### config.mk
export PLATFORM = sky130hd
export DESIGN_NAME = apd_audio_out
export DESIGN_NICKNAME = d
export VERILOG_FILES = /design/src/apd_pkg.sv /design/src/apd_audio_out.sv /design/src/apd_sync.sv
export SDC_FILE = /design/constraint.sdc
export NUM_CORES = 1
export LEC_CHECK = 0
export BUFFER_PORTS_ARGS = -buffer_cell sky130_fd_sc_hd__buf_2
export CORE_MARGIN = 2
export CORE_UTILIZATION = 44
export CTS_CLUSTER_SIZE = 16
export DETAILED_ROUTE_END_ITERATION = 12
export PLACE_DENSITY = 0.82
export SYNTH_ARGS = -nofsm -noshare
export SYNTH_HDL_FRONTEND = slang
export SYNTH_SLANG_ARGS = --single-unit
### constraint.sdc
create_clock -name i_sys_clk -period 1.9 [get_ports i_sys_clk]
set_input_delay 0.095 -clock i_sys_clk [delete_from_list [all_inputs] [get_ports i_sys_clk]]
set_output_delay 0.095 -clock i_sys_clk [all_outputs]
set_load 0.02 [all_outputs]
### src/apd_pkg.sv
package apd_pkg;
    // Register word addresses (printed offsets are not all multiples of four,
    // so the printed offset is an index and the byte address is four times it).
    localparam logic [7:0] ADDR_STATUS    = 8'h00;
    localparam logic [7:0] ADDR_EXTENSION = 8'h08;
    localparam logic [7:0] ADDR_CONTROL   = 8'h09;
    localparam logic [7:0] ADDR_MIDDLE    = 8'h0a;
    localparam logic [7:0] ADDR_HIGH      = 8'h0b;
    localparam logic [7:0] ADDR_WAKE      = 8'h12;
    localparam logic [7:0] ADDR_HALT      = 8'h20;
    localparam int         WORD_SHIFT     = 2;
    // Field positions.
    localparam int CTRL_OUT_EN    = 0;
    localparam int CTRL_GIE       = 1;
    localparam int STAT_MOD_FLAG  = 2;
    localparam int WAKE_EN        = 0;
    localparam int WAKE_SEL_LO    = 1;
    localparam int WAKE_SEL_HI    = 2;
    localparam int WAKE_FLAG      = 3;
    localparam int SIGN_BIT       = 3;
    localparam int HALT_CMD       = 0;
    // Reset values.
    localparam logic [3:0] CONTROL_RESET = 4'h0;
    localparam logic [3:0] WAKE_RESET    = 4'h0;
    // Timing.
    localparam int CLK_HZ       = 100_000_000;
    localparam int SAMPLE_HZ    = 32_000;
    localparam int CYCLE_CLOCKS = CLK_HZ / SAMPLE_HZ;
    // Resolution modes.
    typedef enum logic [1:0] {
        RES_8BIT,
        RES_10BIT,
        RES_12BIT
    } apd_res_type;
endpackage : apd_pkg

### src/apd_audio_out.sv
`timescale 1ns/1ns
// Overview of operation
// RL1: Ten-bit uses extension bits 3:2 as low.
// RL2: Twelve-bit uses all four extension bits.
// RL3: Middle nibble maps per selected resolution.
// RL4: High nibble maps per selected resolution.
// RL5: High nibble bit three is sign.
// RL6: Eight-bit: bit seven sign, rest pulse length.
// RL7: Output cycles fixed at 32 kHz.
// RL8: Cycle end sets modulator interrupt flag.
// RL9: Reload sample at cycle end, else repeat.
// RL10: Software writes samples before enabling output.
// RL11: Output disabled drives both pins low.
// RL12: Halt clears enable, tri-states speaker pins.
// RL13: Control bit one interrupt, bit zero enable.
// RL14: Ten-bit magnitude range 0 to 511.
// RL15: Twelve-bit magnitude range 0 to 2047.
// RL16: Wake armed in halt holds pins grounded.
// RL17: Wake signal follows negative pin comparator.
// RL18: Software silences output before halting.
// RL19: Port wake option stays disabled meanwhile.
// RL20: Wake register: flag, select, enable.
// RL21: Software clears the modulator interrupt flag.
// RL22: Converter option reroutes data to converter.
// RL23: Sign chooses which pin pulses.
// RL24: Rising wake in halt sets flag, resumes.
module apd_audio_out
    import apd_pkg::*;
#(
    parameter apd_res_type RESOLUTION     = RES_8BIT,
    parameter logic        WAKE_OPTION    = 1'b1,
    parameter logic        CONVERTER_MODE = 1'b0
) (
    input  wire logic        i_sys_clk,
    input  wire logic        i_reset,
    input  wire logic        i_psel,
    input  wire logic        i_penable,
    input  wire logic        i_pwrite,
    input  wire logic [9:0]  i_paddr,
    input  wire logic [31:0] i_pwdata,
    output logic      [31:0] o_prdata,
    output logic             o_pready,
    output logic             o_pslverr,
    input  wire logic        i_wake_compare,
    output logic             o_spk_pos,
    output logic             o_spk_pos_oe,
    output logic             o_spk_neg,
    output logic             o_spk_neg_oe,
    output logic             o_irq_request,
    output logic             o_halted,
    output logic             o_wake_resume,
    output logic      [11:0] o_converter_data,
    output logic             o_converter_load
);
    localparam int CW = $clog2(CYCLE_CLOCKS);
    localparam logic [CW-1:0] LAST_COUNT = CW'(CYCLE_CLOCKS - 1);

    typedef struct packed {
        logic [3:0]    control;
        logic [3:0]    wake_reg;
        logic          mod_flag;
        logic [3:0]    ext_nibble;
        logic [3:0]    mid_nibble;
        logic [3:0]    high_nibble;
        logic [11:0]   active_sample;
        logic [CW-1:0] cycle_count;
        logic          halted;
        logic          wake_prev;
        logic [31:0]   prdata;
        logic          pready;
        logic          pslverr;
        logic          spk_pos;
        logic          spk_pos_oe;
        logic          spk_neg;
        logic          spk_neg_oe;
        logic          irq;
        logic          resume;
        logic [11:0]   conv_data;
        logic          conv_load;
    } apd_state_type;

    apd_state_type state;
    apd_state_type next_state;
    logic          wake_level;
    logic          setup;
    logic          access_write;
    logic [7:0]    word_index;
    logic          mapped;
    logic          cycle_end;
    logic [11:0]   assembled;
    logic          sign;
    logic [10:0]   magnitude;
    logic          pulse_on;
    logic          wake_armed;
    logic          wake_rise;
    logic [3:0]    read_nibble;

    // The comparator output arrives from analog, so it is synchronised first.
    apd_sync u_wake_sync (
        .i_sys_clk (i_sys_clk),
        .i_reset   (i_reset),
        .i_async   (i_wake_compare),
        .o_sync    (wake_level)
    );

    always_comb begin
        word_index   = i_paddr[9:WORD_SHIFT];
        setup        = i_psel && !i_penable;
        // A write lands only on the access edge at which the master sees ready.
        access_write = i_psel && i_penable && i_pwrite && state.pready;
        mapped       = (word_index == ADDR_STATUS) || (word_index == ADDR_EXTENSION)
                    || (word_index == ADDR_CONTROL) || (word_index == ADDR_MIDDLE)
                    || (word_index == ADDR_HIGH) || (word_index == ADDR_WAKE)
                    || (word_index == ADDR_HALT);
        cycle_end    = state.cycle_count == LAST_COUNT; // RL7
        sign         = state.active_sample[11]; // RL5
        unique case (RESOLUTION)
            RES_10BIT: begin
                assembled = {state.high_nibble, state.mid_nibble, // RL3 RL4
                             state.ext_nibble[3:2], 2'h0}; // RL1
                magnitude = {2'h0, state.active_sample[10:2]}; // RL14
            end
            RES_12BIT: begin
                assembled = {state.high_nibble, state.mid_nibble, // RL3 RL4
                             state.ext_nibble}; // RL2
                magnitude = state.active_sample[10:0]; // RL15
            end
            default: begin
                assembled = {state.high_nibble, state.mid_nibble, 4'h0}; // RL3 RL4
                magnitude = {4'h0, state.active_sample[10:4]}; // RL6
            end
        endcase
        // The count is compared in clock cycles; the longest magnitude, 2047, ends before the 3125-clock cycle end.
        pulse_on   = {{(32 - CW){1'b0}}, state.cycle_count} < {21'h0, magnitude};
        wake_armed = WAKE_OPTION && state.halted && state.wake_reg[WAKE_EN]; // RL16
        wake_rise  = wake_level && !state.wake_prev;
        unique case (word_index)
            ADDR_STATUS:  read_nibble = {1'b0, state.mod_flag, 2'h0};
            ADDR_CONTROL: read_nibble = {2'h0, state.control[1:0]}; // RL13
            ADDR_WAKE:    read_nibble = state.wake_reg; // RL20
            default:      read_nibble = 4'h0;
        endcase

        next_state           = state;
        next_state.wake_prev = wake_level;
        next_state.pready    = setup;
        next_state.pslverr   = setup && !mapped;
        next_state.prdata    = {28'h0, (setup && !i_pwrite) ? read_nibble : 4'h0};
        next_state.resume    = 1'b0;
        next_state.conv_load = 1'b0;

        if (state.control[CTRL_OUT_EN]) begin
            next_state.cycle_count = cycle_end ? '0 : state.cycle_count + 1'b1;
        end else begin
            next_state.cycle_count = '0;
        end

        if (access_write) begin
            unique case (word_index)
                ADDR_STATUS: begin
                    next_state.mod_flag = i_pwdata[STAT_MOD_FLAG]; // RL21
                end
                ADDR_EXTENSION: begin
                    next_state.ext_nibble = i_pwdata[3:0];
                end
                ADDR_CONTROL: begin
                    next_state.control = {2'h0, i_pwdata[CTRL_GIE], i_pwdata[CTRL_OUT_EN]}; // RL13
                end
                ADDR_MIDDLE: begin
                    next_state.mid_nibble = i_pwdata[3:0];
                end
                ADDR_HIGH: begin
                    next_state.high_nibble = i_pwdata[3:0];
                end
                ADDR_WAKE: begin
                    next_state.wake_reg[WAKE_SEL_HI:WAKE_EN] = i_pwdata[WAKE_SEL_HI:WAKE_EN];
                    if (!i_pwdata[WAKE_FLAG]) begin
                        next_state.wake_reg[WAKE_FLAG] = 1'b0; // RL20
                    end
                end
                ADDR_HALT: begin
                    if (i_pwdata[HALT_CMD]) begin
                        next_state.halted                = 1'b1;
                        next_state.control[CTRL_OUT_EN] = 1'b0; // RL12
                    end
                end
                default: begin
                end
            endcase
        end

        // Hardware sets win over a same-cycle software clear.
        if (state.control[CTRL_OUT_EN] && cycle_end) begin
            next_state.mod_flag      = 1'b1; // RL8
            next_state.active_sample = assembled; // RL9
            next_state.conv_data     = assembled;
            next_state.conv_load     = CONVERTER_MODE; // RL22
        end

        if (wake_armed && wake_rise) begin
            next_state.wake_reg[WAKE_FLAG] = 1'b1; // RL24
            next_state.halted              = 1'b0;
            next_state.resume              = 1'b1; // RL24
        end

        if (state.halted && !wake_armed) begin
            next_state.spk_pos    = 1'b0;
            next_state.spk_neg    = 1'b0;
            next_state.spk_pos_oe = 1'b0; // RL12
            next_state.spk_neg_oe = 1'b0;
        end else if (wake_armed) begin
            next_state.spk_pos    = 1'b0; // RL16
            next_state.spk_neg    = 1'b0;
            next_state.spk_pos_oe = 1'b1;
            next_state.spk_neg_oe = 1'b1;
        end else begin
            next_state.spk_pos_oe = 1'b1;
            next_state.spk_neg_oe = 1'b1;
            if (!state.control[CTRL_OUT_EN] || CONVERTER_MODE) begin
                next_state.spk_pos = 1'b0; // RL11 RL22
                next_state.spk_neg = 1'b0;
            end else begin
                next_state.spk_pos = pulse_on && !sign; // RL23
                next_state.spk_neg = pulse_on && sign; // RL23
            end
        end
        next_state.irq = next_state.mod_flag && next_state.control[CTRL_GIE];
    end

    always_ff @(posedge i_sys_clk or posedge i_reset) begin
        if (i_reset) begin
            state          <= '0;
            state.control  <= CONTROL_RESET;
            state.wake_reg <= WAKE_RESET;
        end else begin
            state <= next_state;
        end
    end

    // The wake level feeds only the core's wake logic, never the bus.
    assign o_prdata         = state.prdata;
    assign o_pready         = state.pready;
    assign o_pslverr        = state.pslverr;
    assign o_spk_pos        = state.spk_pos;
    assign o_spk_pos_oe     = state.spk_pos_oe;
    assign o_spk_neg        = state.spk_neg;
    assign o_spk_neg_oe     = state.spk_neg_oe;
    assign o_irq_request    = state.irq;
    assign o_halted         = state.halted;
    assign o_wake_resume    = state.resume; // RL17
    assign o_converter_data = state.conv_data;
    assign o_converter_load = state.conv_load;
endmodule : apd_audio_out

### src/apd_sync.sv
`timescale 1ns/1ns
module apd_sync (
    input  wire logic i_sys_clk,
    input  wire logic i_reset,
    input  wire logic i_async,
    output logic      o_sync
);
    typedef struct packed {
        logic first;
        logic second;
    } apd_sync_type;

    apd_sync_type state;
    apd_sync_type next_state;

    // The first stage is only read by the second, to keep metastability contained.
    always_comb begin
        next_state.first  = i_async;
        next_state.second = state.first;
    end

    always_ff @(posedge i_sys_clk or posedge i_reset) begin
        if (i_reset) begin
            state <= '0;
        end else begin
            state <= next_state;
        end
    end

    assign o_sync = state.second;
endmodule : apd_sync

# Word-level counts from Yosys, hierarchy flattened
# Index checks and enable logic that the tools add are counted.
# classes
add_sub_neg,1
order_cmp,1
n_eq_ne,9
mux,25
n_reduce_logical,39
# op_table
op,n
"8-bit by 4-bit equality test with 1-bit output, second input constant",4
4-bit 2-to-1 mux,7
12-bit 2-to-1 mux,2
19-bit 2-to-1 mux,1
1-bit logical AND,14
1-bit 2-to-1 mux,13
"12-bit by 1-bit adder with 12-bit output, second input constant",1
"12-bit equality test, second input constant",1
12-bit by 7-bit less-than comparator with 1-bit output,1
4-bit one-hot mux with 3 select lines,1
2-bit nonzero test,5
3-bit AND reduction,3
"8-bit by 5-bit equality test with 1-bit output, second input constant",1
"8-bit by 6-bit equality test with 1-bit output, second input constant",1
8-bit logical NOT,1
2-bit AND reduction,4
1-bit logical NOT,6
1-bit logical OR,6
"2-bit by 1-bit inequality test with 1-bit output, second input constant",1
"2-bit inequality test, second input constant",1
1-bit one-hot mux with 2 select lines,1
# totals
ff_bits,56
input_bits,48
wordCells,99

# Longest topological paths before layout
# Gate-level depths: netlist of run 1.
# depth
ltp_word,9
depth_mapped,7
ltp_nobuf,6

# Modules after synthesis
# From an unflattened synthesis of run 1, not the netlist that was laid out.
# hier_totals
cells_unflattened,248
hier_area_um2,2642.5
# modules_own_cells
mod,instances,cells_per_inst,area_each_um2,seq_area_each_um2
apd_audio_out,1,245,2588.7,1201.2
apd_sync,1,3,53.8,50.0

# Worst setup path after synthesis of run 1
# OpenSTA, ideal clock, no wires.
# synth_path
path_type,register -> register
start,reg state[63] (netlist bit)
end,"reg state, in the netlist magnitude[1]"
arrival_time_ps,1911
required_time_ps,1768
setup_slack_ps,-143
path_stages_with_launch,5
path_buffers,1
cell_sequence,dfrtp_1 -> or4b_2 -> nor3_1 -> clkbuf_1 -> o21ai_0
# synth_via
elab_chain_cells,2
# synth_rtl
element,line_no,text
"start, declared",apd_audio_out.sv:82,apd_state_type state;
"start signal, assigned",apd_audio_out.sv:236,state <= next_state;
12-bit equality test,apd_audio_out.sv:115,cycle_end = state.cycle_count == LAST_COUNT;
1-bit logical AND,apd_audio_out.sv:193,if (state.control[CTRL_OUT_EN] && cycle_end) begin
# No other way between the ends.
# A chain may end at the register's enable or synchronous reset.

==> results of run 1 <==
[cell usage in the layout, fill, tap and decap left out, types with 6 or more instances in the layout]
cell type and n:
dfrtp_1 50, buf_2 38, conb_1 33, buf_4 19, nor2_1 18, nand2_1 14
inv_1 11, mux2_2 11, o21ai_0 10, ha_1 8, a21oi_1 7, nand2b_1 6
clkbuf_8 6
[worst max-delay path, delay by kind of cell, from the launching register on]
kind            cells  cell delay [ns]
simple gates        2             0.70
fa+ha+maj           1             0.19
flops               1             0.35
buf+inv             1             0.06
compound gates      2             0.41
[layout make-up]
class,instances,area [sq um]
Tap cell,75,93.8
Clock buffer,7,86.3
Fill cell,529,2890
Multi-Input combinational cell,172,1130
Clock inverter,1,5.00
Inverter,12,45.0
Sequential cell,50,1250
Timing Repair Buffer,59,353
[stage by stage]
step                power [uW]  area (sq um)  utilization (%)
detailed placement        1240          2830             48.3
floorplan                 1240          2780                -
CTS                       1860          2940             50.3
finish                    1850          2970             50.7
global route              1920          2970             50.7
global placement          1240          2830             48.3
[synth_stat cells (3+ instances only)]
master	n	area share (%)
dfrtp_1	50	47
buf_4	46	13
nor2_1	18	2.6
nand2_1	14	2.0
inv_1	12	1.7
mux2_2	11	4.7
o21ai_0	10	1.9
ha_1	8	3.8
a21oi_1	7	1.3
nand2b_1	6	1.4
nand4_1	5	1.2
nor3_1	5	0.95
xor2_1	5	1.7
mux2_4	4	2.3
nand3_1	4	0.76
nor4_1	4	0.95
a22oi_1	3	0.85
and4_1	3	0.99
clkbuf_1	3	0.43
nor2b_1	3	0.71
or3_1	3	0.71
xnor2_1	3	0.99
[what timing repair did]
action	in CTS	in global routing
hold buffers	2	0
endpoints found under the setup margin	2	4
resized for setup	1	4
hold endpoints to repair	51	0
pin swaps	1	1
setup buffers	0	1
[power by group through the flow]
stage               logic (uW)  clock network, uW  registers [uW]
CTS                        148                642            1070
floorplan                  142                  0            1100
finish                     147                628            1070
detailed placement         144                  0            1090
global route               163                682            1070
global placement           141                  0            1090
[sequential cells by signal, summed over array words and instances (netlist names), 4 cells and up]
register and flops:
assembled 8, o_prdata 4, magnitude 7, state 20
[per-layer routing]
metal | vias up | GRT usage [%]
li1 | 881 | -
met1 | 850 | 19.4
met2 | 49 | 27.0
met3 | 7 | 2.42
met4 | 0 | 6.61
met5 | - | 0
[path summary, 6_finish.rpt]
check / slack [ns] / cells past startpoint / startpoint / end
max in group asynchronous: 0.98 / 4 / i_reset / assembled[10]
setup / recovery: 0.12 / 6 / magnitude[6] / o_spk_pos
hold reg to reg: 0.35 / 0 / u_wake_sync.next_state[0] / u_wake_sync.o_sync
min in group asynchronous: 0.49 / 4 / i_reset / o_pready
setup reg to reg: 0.12 / 6 / magnitude[6] / o_spk_pos
hold / removal: 0.09 / 2 / i_pwdata[3] / assembled[7]
[logic make-up (layout without fill, tap and decap cells)]
logic type | Yosys count | after routing | share of synthesized area (%)
multiplexers | 15 | 15 | 6.96
buffers and inverters | 62 | 79 | 15.6
other | 1 | 33 | 0.142
AO/OA/AOI/OAI | 27 | 27 | 5.96
flip-flops | 50 | 50 | 47.3
adder cells (fa/ha/maj) | 8 | 8 | 3.79
AND/OR/NAND/NOR | 81 | 81 | 17.6
XOR/XNOR | 8 | 8 | 2.65
==> results.py, run 1 <==
metrics = {
    "outcome": {
        "status": "finished clean",
    },
    "floorplan": {
        "die_width_microns": 81.5,
        "initial_core_util_pct": 45.2,
        "core_sq_um": 5850,
        "dieArea_sq_um": 6640,
        "rows": 28,
        "die_h_microns": 81.5,
        "pin_count": 102,
    },
    "sta": {
        "setup_tns_ns": 0,
        "finalCritPeriodShare_pct": 93.9,
        "clock-skew-final_ns": 0.00776,
        "setup_viol": 0,
        "fmax_mhz": 561,
        "max_slew_margin_pct": 59.7,
        "worst_pin_slew_ns": 0.605,
        "slew_viol_final": 0,
        "final-hold-violation-count": 0,
        "min_period_ns": 1.78,
        "setup_ws_ns": 0.117,
        "holdWs_ns": 0.0870,
    },
    "cells_and_area": {
        "final_net_count": 356,
        "final_cell_count_no_fill": 376,
        "drive_gt1_share_pct": 29.6,
        "n_antenna_cell": 0,
        "area_delta_synth_final_pct": 12.2,
    },
    "drt": {
        "vias": 1787,
        "remaining_drc_errors": 0,
        "drt-met1-wl_microns": 2160,
        "drtPass1Iterations": 4,
        "highest_layer": "met4",
        "wl_met2_microns": 2430,
        "viasPerCell": 4.75,
        "wl_microns": 4880,
        "met3_length_microns": 213,
        "antenna_left": 0,
        "drtIter0Drc": 124,
        "wl_per_cell_microns": 13.0,
    },
    "run": {
        "maxCapViolCount": 0,
    },
    "power_and_ir_drop": {
        "p_clk_share_pct": 34.0,
        "power_frac_comb_pct": 8.0,
        "power_frac_seq_pct": 58.1,
        "p_sw_uw": 449,
        "peakVddDrop_v": 0.000300,
        "power.internal_uw": 1400,
        "leakage_uw": 0.00150,
        "p_sw_share_pct": 24.3,
        "powerDensity_nw_per_um2": 623,
    },
    "logic_synthesis": {
        "async_flop_share_pct": 100,
        "synth.avg_cell_area_sq_um": 10.5,
        "yosysSeqAreaShare_pct": 47.3,
        "yosys_register_bits": 50,
        "synth_cells": 252,
        "yosysWarnings": 0,
        "synth-edff-count": 0,
        "synth_flop_cell": "dfrtp_1",
        "synth_cell_types": 39,
        "synth_area_sq_um": 2640,
    },
    "placed_design": {
        "dp_hpwl_microns": 3650,
        "gp_congestion": 0.862,
        "dp_cells": 365,
        "dp_slack_ns": -0.0553,
        "io_buffers": 38,
    },
    "clock_tree": {
        "cts_tree": "yes",
        "numCtsBuffers": 5,
        "clk_latency_ns": 0.30,
        "clockRootBuffer": "clkbuf_8",
        "htreeDepth": 2,
        "cts_buffer_depth": 2,
        "clk_pin_slew_ns": 0.09,
        "cts.sinks": 50,
    },
    "worst_setup_path": {
        "critPathArrivalTime_ns": 2.01,
        "worstPathCellList": "inv_1 -> ha_1 -> or4_4 -> a211oi_4 -> nor2b_1 -> a21boi_0",
        "max_stage_delay_ns": 0.55,
        "crit_type": "register to register",
        "end_kind": "register",
        "start_kind": "register",
        "cp.required_ns": 2.12,
        "slowest_stage": "or4_4",
        "crit_fanout": 2,
    },
    "global_routing": {
        "grt-ovfl-total": 0,
        "grt_use_total_pct": 15.6,
        "grt_pass1_vias": 1721,
        "grt_pass1_wl_microns": 7950,
        "antenna_found_initial": 0,
        "grt_max_degree": 51,
    },
    "min_path": {
        "hp-class": "primary input to register",
    },
}
No activity file was read; power rests on OpenSTA's default activity.
==> run 2, diff against run 1 <==
--- a/config.mk
+++ b/config.mk
@@ -10,7 +10,7 @@
 export CORE_UTILIZATION = 44
 export CTS_CLUSTER_SIZE = 16
 export DETAILED_ROUTE_END_ITERATION = 12
-export PLACE_DENSITY = 0.82
+export PLACE_DENSITY = 0.76
 export SYNTH_ARGS = -nofsm -noshare
 export SYNTH_HDL_FRONTEND = slang
 export SYNTH_SLANG_ARGS = --single-unit
==> run 2 against run 1 <==
  * Clock power is 6.1% lower
  * Register-to-register slack hardly changed
  * Non-clock buffer count rose by 1
  * Routed wire length is 1.6% higher
==> results.py, run 2 (same netlist as run 1, synthesis figures left out) <==
metrics = {
    "placed_design": {
        "gp_congestion": 0.879,
        "io_buffers": 38,
        "dp_hpwl_microns": 3760,
        "dp_slack_ns": -0.0623,
    },
    "drt": {
        "viasPerCell": 4.89,
        "drtIter0Drc": 63,
        "drtPass1Iterations": 4,
        "wl_per_cell_microns": 13.2,
        "remaining_drc_errors": 0,
        "vias": 1833,
        "wl_microns": 4960,
        "antenna_left": 0,
    },
    "outcome": {
        "status": "finished clean",
    },
    "worst_setup_path": {
        "cp.buffers_inverters": 1,
        "end_kind": "register",
        "max_stage_delay_ns": 0.57,
        "critPathArrivalTime_ns": 1.98,
        "crit_type": "register to register",
        "crit_fanout": 3,
        "reg2reg_slack_ns": 0.10,
        "slowest_stage": "or4b_4",
        "cp.required_ns": 2.09,
        "start_kind": "register",
        "critPathTopFamily": "simple AND/OR/NAND/NOR gates",
        "worstPathCellList": "or4b_4 -> nor3_4 -> buf_4 -> mux2_2",
    },
    "sta": {
        "fmax_mhz": 557,
        "setup_ws_ns": 0.104,
        "setup_viol": 0,
        "finalCritPeriodShare_pct": 94.5,
        "min_period_ns": 1.80,
        "slew_viol_final": 0,
        "grt_setup_unrepaired": "no",
        "holdWs_ns": 0.0918,
        "final-hold-violation-count": 0,
        "clock-skew-final_ns": 0.00545,
    },
    "power_and_ir_drop": {
        "leakage_uw": 0.00151,
        "p_sw_share_pct": 23.5,
        "p_total_uw": 1810,
        "powerDensity_nw_per_um2": 614,
        "p_sw_uw": 425,
        "peakVddDrop_v": 0.000266,
        "power_frac_comb_pct": 8.2,
        "power_frac_seq_pct": 59.2,
        "p_clk_share_pct": 32.5,
        "power.internal_uw": 1390,
    },
    "clock_tree": {
        "clockRootBuffer": "clkbuf_8",
        "cts.sinks": 50,
        "clk_latency_ns": 0.30,
        "clk_pin_slew_ns": 0.08,
        "numCtsBuffers": 5,
        "cts_buffer_depth": 2,
        "htreeDepth": 2,
        "cts_tree": "yes",
    },
    "global_routing": {
        "grt_max_degree": 27,
        "grt_pass1_vias": 1715,
        "grt_pass1_wl_microns": 8130,
        "grt-ovfl-total": 0,
        "grt_use_total_pct": 15.8,
        "antenna_found_initial": 0,
    },
    "run": {
        "maxCapViolCount": 0,
    },
    "cells_and_area": {
        "most-common-layout-cells": "50 x dfrtp_1, 38 x buf_2, 33 x conb_1, 20 x buf_4, 18 x nor2_1",
        "largest_reg_flops": 20,
        "regMostFlops": "state",
        "n_antenna_cell": 0,
        "area_delta_synth_final_pct": 11.7,
        "drive_gt1_share_pct": 29.3,
        "final_net_count": 357,
        "final_common_cell": "dfrtp_1",
    },
    "floorplan": {
        "initial_core_util_pct": 45.2,
        "core_sq_um": 5850,
        "die_h_microns": 81.5,
        "dieArea_sq_um": 6640,
        "pin_count": 102,
        "rows": 28,
        "die_width_microns": 81.5,
    },
    "min_path": {
        "hp-class": "primary input to register",
    },
}
[run 2: area by class of cell]
| cell class | count | area [sq um] |
|---|---|---|
| Fill cell | 531 | 2900 |
| Tap cell | 75 | 93.8 |
| Clock buffer | 6 | 82.6 |
| Timing Repair Buffer | 60 | 360 |
| Multi-Input combinational cell | 172 | 1120 |
| Inverter | 12 | 45.0 |
| Sequential cell | 50 | 1250 |
[run 2: worst reg2reg max path: cells and delay by family (launching register included)]
kind / cells / cell delay [ns]
buffers and inverters: 1 / 0.15
flip-flops: 1 / 0.39
AND/OR/NAND/NOR: 2 / 0.84
multiplexers: 1 / 0.32
[run 2: final timing paths]
path	startpoint	end	cells after the start
worst max-delay path	state[63]	sign	4
worst min-delay path	i_psel	o_pready	3
min in group asynchronous	i_reset	o_pslverr	3
max in group asynchronous	i_reset	assembled[9]	4
worst min register to register	u_wake_sync.next_state[0]	u_wake_sync.o_sync	0
worst max register to register	state[63]	sign	4
[run 2: per-layer routing]
layer | wire (microns) | track usage, %
met4 | 108 | 5.76
met1 | 2150 | 20.2
met3 | 213 | 2.31
met5 | 0 | 0
met2 | 2480 | 27.2
[run 2: metrics by stage]
stage                     TNS (ns)  area (sq um)  instances  util (%)
final                            0          2950        375      50.5
after global routing             0          2950        375      50.5
after CTS                        0          2930        373      50.1
after detailed placement    -0.250          2830        365      48.3
after global placement      -0.200          2830        365      48.3
after floorplan                  0          2780        284         -
[run 2: power by group through the flow]
stage / Sequential [uW] / Clock (uW) / Combinational, uW
global placement: 1090 / 0 / 142
detailed placement: 1090 / 0 / 146
CTS: 1070 / 609 / 149
finish: 1070 / 590 / 149
global route: 1070 / 645 / 164
floorplan: 1100 / 0 / 142
[run 2: repair_timing]
| action | CTS | global route |
|---|---|---|
| pin swaps | 1 | 2 |
| gates cloned | 0 | 0 |
| setup endpoints to repair | 1 | 2 |
| setup buffers | 0 | 2 |
| hold endpoints to repair | 51 | 0 |
| resized for setup | 0 | 3 |
| hold buffers | 2 | 0 |
==> run 3, diff against run 2 <==
--- a/config.mk
+++ b/config.mk
@@ -5,9 +5,10 @@
 export SDC_FILE = /design/constraint.sdc
 export NUM_CORES = 1
 export LEC_CHECK = 0
+export ABC_AREA = 1
 export BUFFER_PORTS_ARGS = -buffer_cell sky130_fd_sc_hd__buf_2
 export CORE_MARGIN = 2
-export CORE_UTILIZATION = 44
+export CORE_UTILIZATION = 45
 export CTS_CLUSTER_SIZE = 16
 export DETAILED_ROUTE_END_ITERATION = 12
 export PLACE_DENSITY = 0.76
==> run 3 against run 2 <==
  * Cell count rose by 23%
  * Power grew 11%
  * Cell area grew 3.9%
  * First-iteration DRC count up 120%
  * Critical path type unchanged
  * Critical endpoint is now magnitude[5]
  * Largest power group unchanged
  * Highest routed layer unchanged
==> results.py, run 3 <==
metrics = {
    "cells_and_area": {
        "largest_reg_flops": 20,
        "area_delta_synth_final_pct": 7.26,
        "fillers": 608,
        "regMostFlops": "state",
        "final_net_count": 441,
        "final_common_cell": "nand2_1",
        "most-common-layout-cells": "72 x nand2_1, 50 x inv_1, 50 x dfrtp_1, 40 x nor2_1, 38 x buf_2",
        "n_antenna_cell": 0,
        "drive_gt1_share_pct": 19.9,
        "final_cell_count_no_fill": 463,
    },
    "drt": {
        "wl_per_cell_microns": 11.3,
        "wl_microns": 5250,
        "antenna_left": 0,
        "vias": 2153,
        "remaining_drc_errors": 0,
        "drtIter0Drc": 139,
        "viasPerCell": 4.65,
        "drtPass1Iterations": 4,
    },
    "sta": {
        "clock-skew-final_ns": 0.00579,
        "min_period_ns": 1.57,
        "fmax_mhz": 638,
        "setup_viol": 0,
        "finalCritPeriodShare_pct": 82.5,
        "slew_viol_final": 0,
        "grt_setup_unrepaired": "no",
        "final-hold-violation-count": 0,
        "setup_tns_ns": 0,
    },
    "clock_tree": {
        "clk_pin_slew_ns": 0.09,
        "hold_buffers": 3,
        "cts_setup_buffers": 0,
        "cts_repair_resize_count": 0,
        "clk_latency_ns": 0.31,
        "htreeDepth": 2,
        "clockRootBuffer": "clkbuf_8",
        "cts_buffer_depth": 2,
        "cts.sinks": 50,
        "numCtsBuffers": 5,
        "cts_tree": "yes",
    },
    "logic_synthesis": {
        "synth-edff-count": 0,
        "yosysSeqAreaShare_pct": 43.7,
        "synthTopCellsByArea": "dfrtp_1 44%, buf_4 12%, nand2_1 9.4%, inv_1 6.7%, nor2_1 5.2%",
        "yosysTopAreaCell": "dfrtp_1",
        "synth_area_sq_um": 2860,
        "yosysMostFrequentCell": "nand2_1",
        "synth_flop_cell": "dfrtp_1",
        "synthTopCellsByCount": "72 x nand2_1, 51 x inv_1, 50 x dfrtp_1",
        "netlist.area_leader.share_pct": 43.7,
        "async_flop_share_pct": 100,
        "yosysWarnings": 0,
        "yosys_register_bits": 50,
        "synth_cell_types": 32,
        "synth.avg_cell_area_sq_um": 8.15,
        "synth_cells": 351,
    },
    "worst_setup_path": {
        "start_kind": "register",
        "crit_fanout": 12,
        "critPathArrivalTime_ns": 1.76,
        "reg2reg_from": "state[55]",
        "worstRegToRegCells": 7,
        "endpoint": "magnitude[5]",
        "worstReg2RegEnd": "magnitude[5]",
        "reg2reg_slack_ns": 0.33,
        "startpoint": "state[55]",
        "end_kind": "register",
        "crit_type": "register to register",
        "cp.required_ns": 2.09,
    },
    "global_routing": {
        "grt-ovfl-total": 0,
        "grt_max_degree": 20,
        "grt_pass1_vias": 2198,
        "grt_use_total_pct": 16.9,
        "antenna_found_initial": 0,
        "grt_pass1_wl_microns": 9520,
    },
    "floorplan": {
        "rows": 29,
        "pin_count": 102,
        "die_width_microns": 83.7,
        "dieArea_sq_um": 7010,
        "die_h_microns": 83.7,
        "core_sq_um": 6240,
        "initial_core_util_pct": 45.9,
    },
    "placed_design": {
        "gp_congestion": 0.943,
        "io_buffers": 38,
        "dp_cells": 452,
        "dp_hpwl_microns": 4200,
    },
    "outcome": {
        "status": "finished clean",
    },
    "power_and_ir_drop": {
        "p_total_uw": 2020,
        "peakVddDrop_v": 0.000297,
        "powerDensity_nw_per_um2": 658,
        "leakage_uw": 0.00162,
    },
    "min_path": {
        "hp-class": "primary input to register",
    },
    "run": {
        "maxCapViolCount": 0,
    },
}
[run 3: cell types whose count changed after synthesis, sizes merged, moves of 4 or more]
cell,delta
inv,+43
mux2,-15
nand2,+60
nand2b,-6
nand3,+14
nor2,+27
nor3,+6
nor4,-4
o21ai,+11
[run 3: metal layers]
layer	GRT usage, %	share of wire, %	vias to the layer above
li1	-	-	1082
met1	20.8	41	984
met4	5.72	2.0	0
met3	4.95	6.6	11
met2	28.5	50	76
met5	0	0	-
[run 3: worst min path at each step]
| stage | start | end | slack (ns) | depth (start not counted) |
|---|---|---|---|---|
| 6_report | i_pwdata[1] | assembled[9] | 0.01 | 3 |
| 5_1_grt | i_pwdata[1] | assembled[9] | 0.004 | 3 |
| 4_1_cts | i_pwdata[1] | assembled[9] | 0.007 | 3 |
| 3_5_place_dp | i_reset | state[66] | 0.09 | 2 |
| 3_3_place_gp | i_reset | state[66] | 0.08 | 2 |
| 2_1_floorplan | i_wake_compare | u_wake_sync.next_state[0] | 0.13 | 0 |
[run 3: cell type report]
class                           instances  area, sq um  share of cell area, %
Timing Repair Buffer                   43          235                   7.66
Sequential cell                        50         1250                   40.8
Clock inverter                          3         48.8                   1.59
Tap cell                               77         96.3                   3.14
Clock buffer                            5         68.8                   2.24
Multi-Input combinational cell        230         1160                   37.9
Inverter                               55          206                   6.73
[run 3: report_power, final]
group          internal [uW]  switching [uW]  total [uW]
combinational           34.8             127         162
sequential              1070            5.40        1080
clock                    401             376         777
total                   1510             508        2020
[run 3: logic make-up after synthesis]
group / Yosys count / synth area share (%)
buffers and inverters: 103 / 19.9
AND/OR/NAND/NOR: 156 / 25.4
AO/OA/AOI/OAI: 30 / 6.52
flip-flops: 50 / 43.7
other: 1 / 0.131
XOR/XNOR: 3 / 0.918
adder cells (fa/ha/maj): 8 / 3.50
[run 3: stage by stage]
stage | setup slack (ns) | utilization [%] | area (sq um) | hold slack, ns
after floorplan | 0.587 | - | 2980 | 0.126
after global placement | 0.350 | 46.8 | 2920 | 0.0848
after detailed placement | 0.333 | 46.8 | 2920 | 0.0924
after CTS | 0.311 | 49.2 | 3070 | 0.00654
after global routing | 0.162 | 49.2 | 3070 | 0.00370
final | 0.333 | 49.2 | 3070 | 0.0113
[run 3: worst max-delay path, cell delays in order, from the launching register on]
cell and delay, ns:
dfrtp_1 0.42, inv_1 0.12, ha_1 0.19, nand3_1 0.10, nor3_2 0.13, nand3_2 0.27
nand2_1 0.16, o21ai_2 0.06
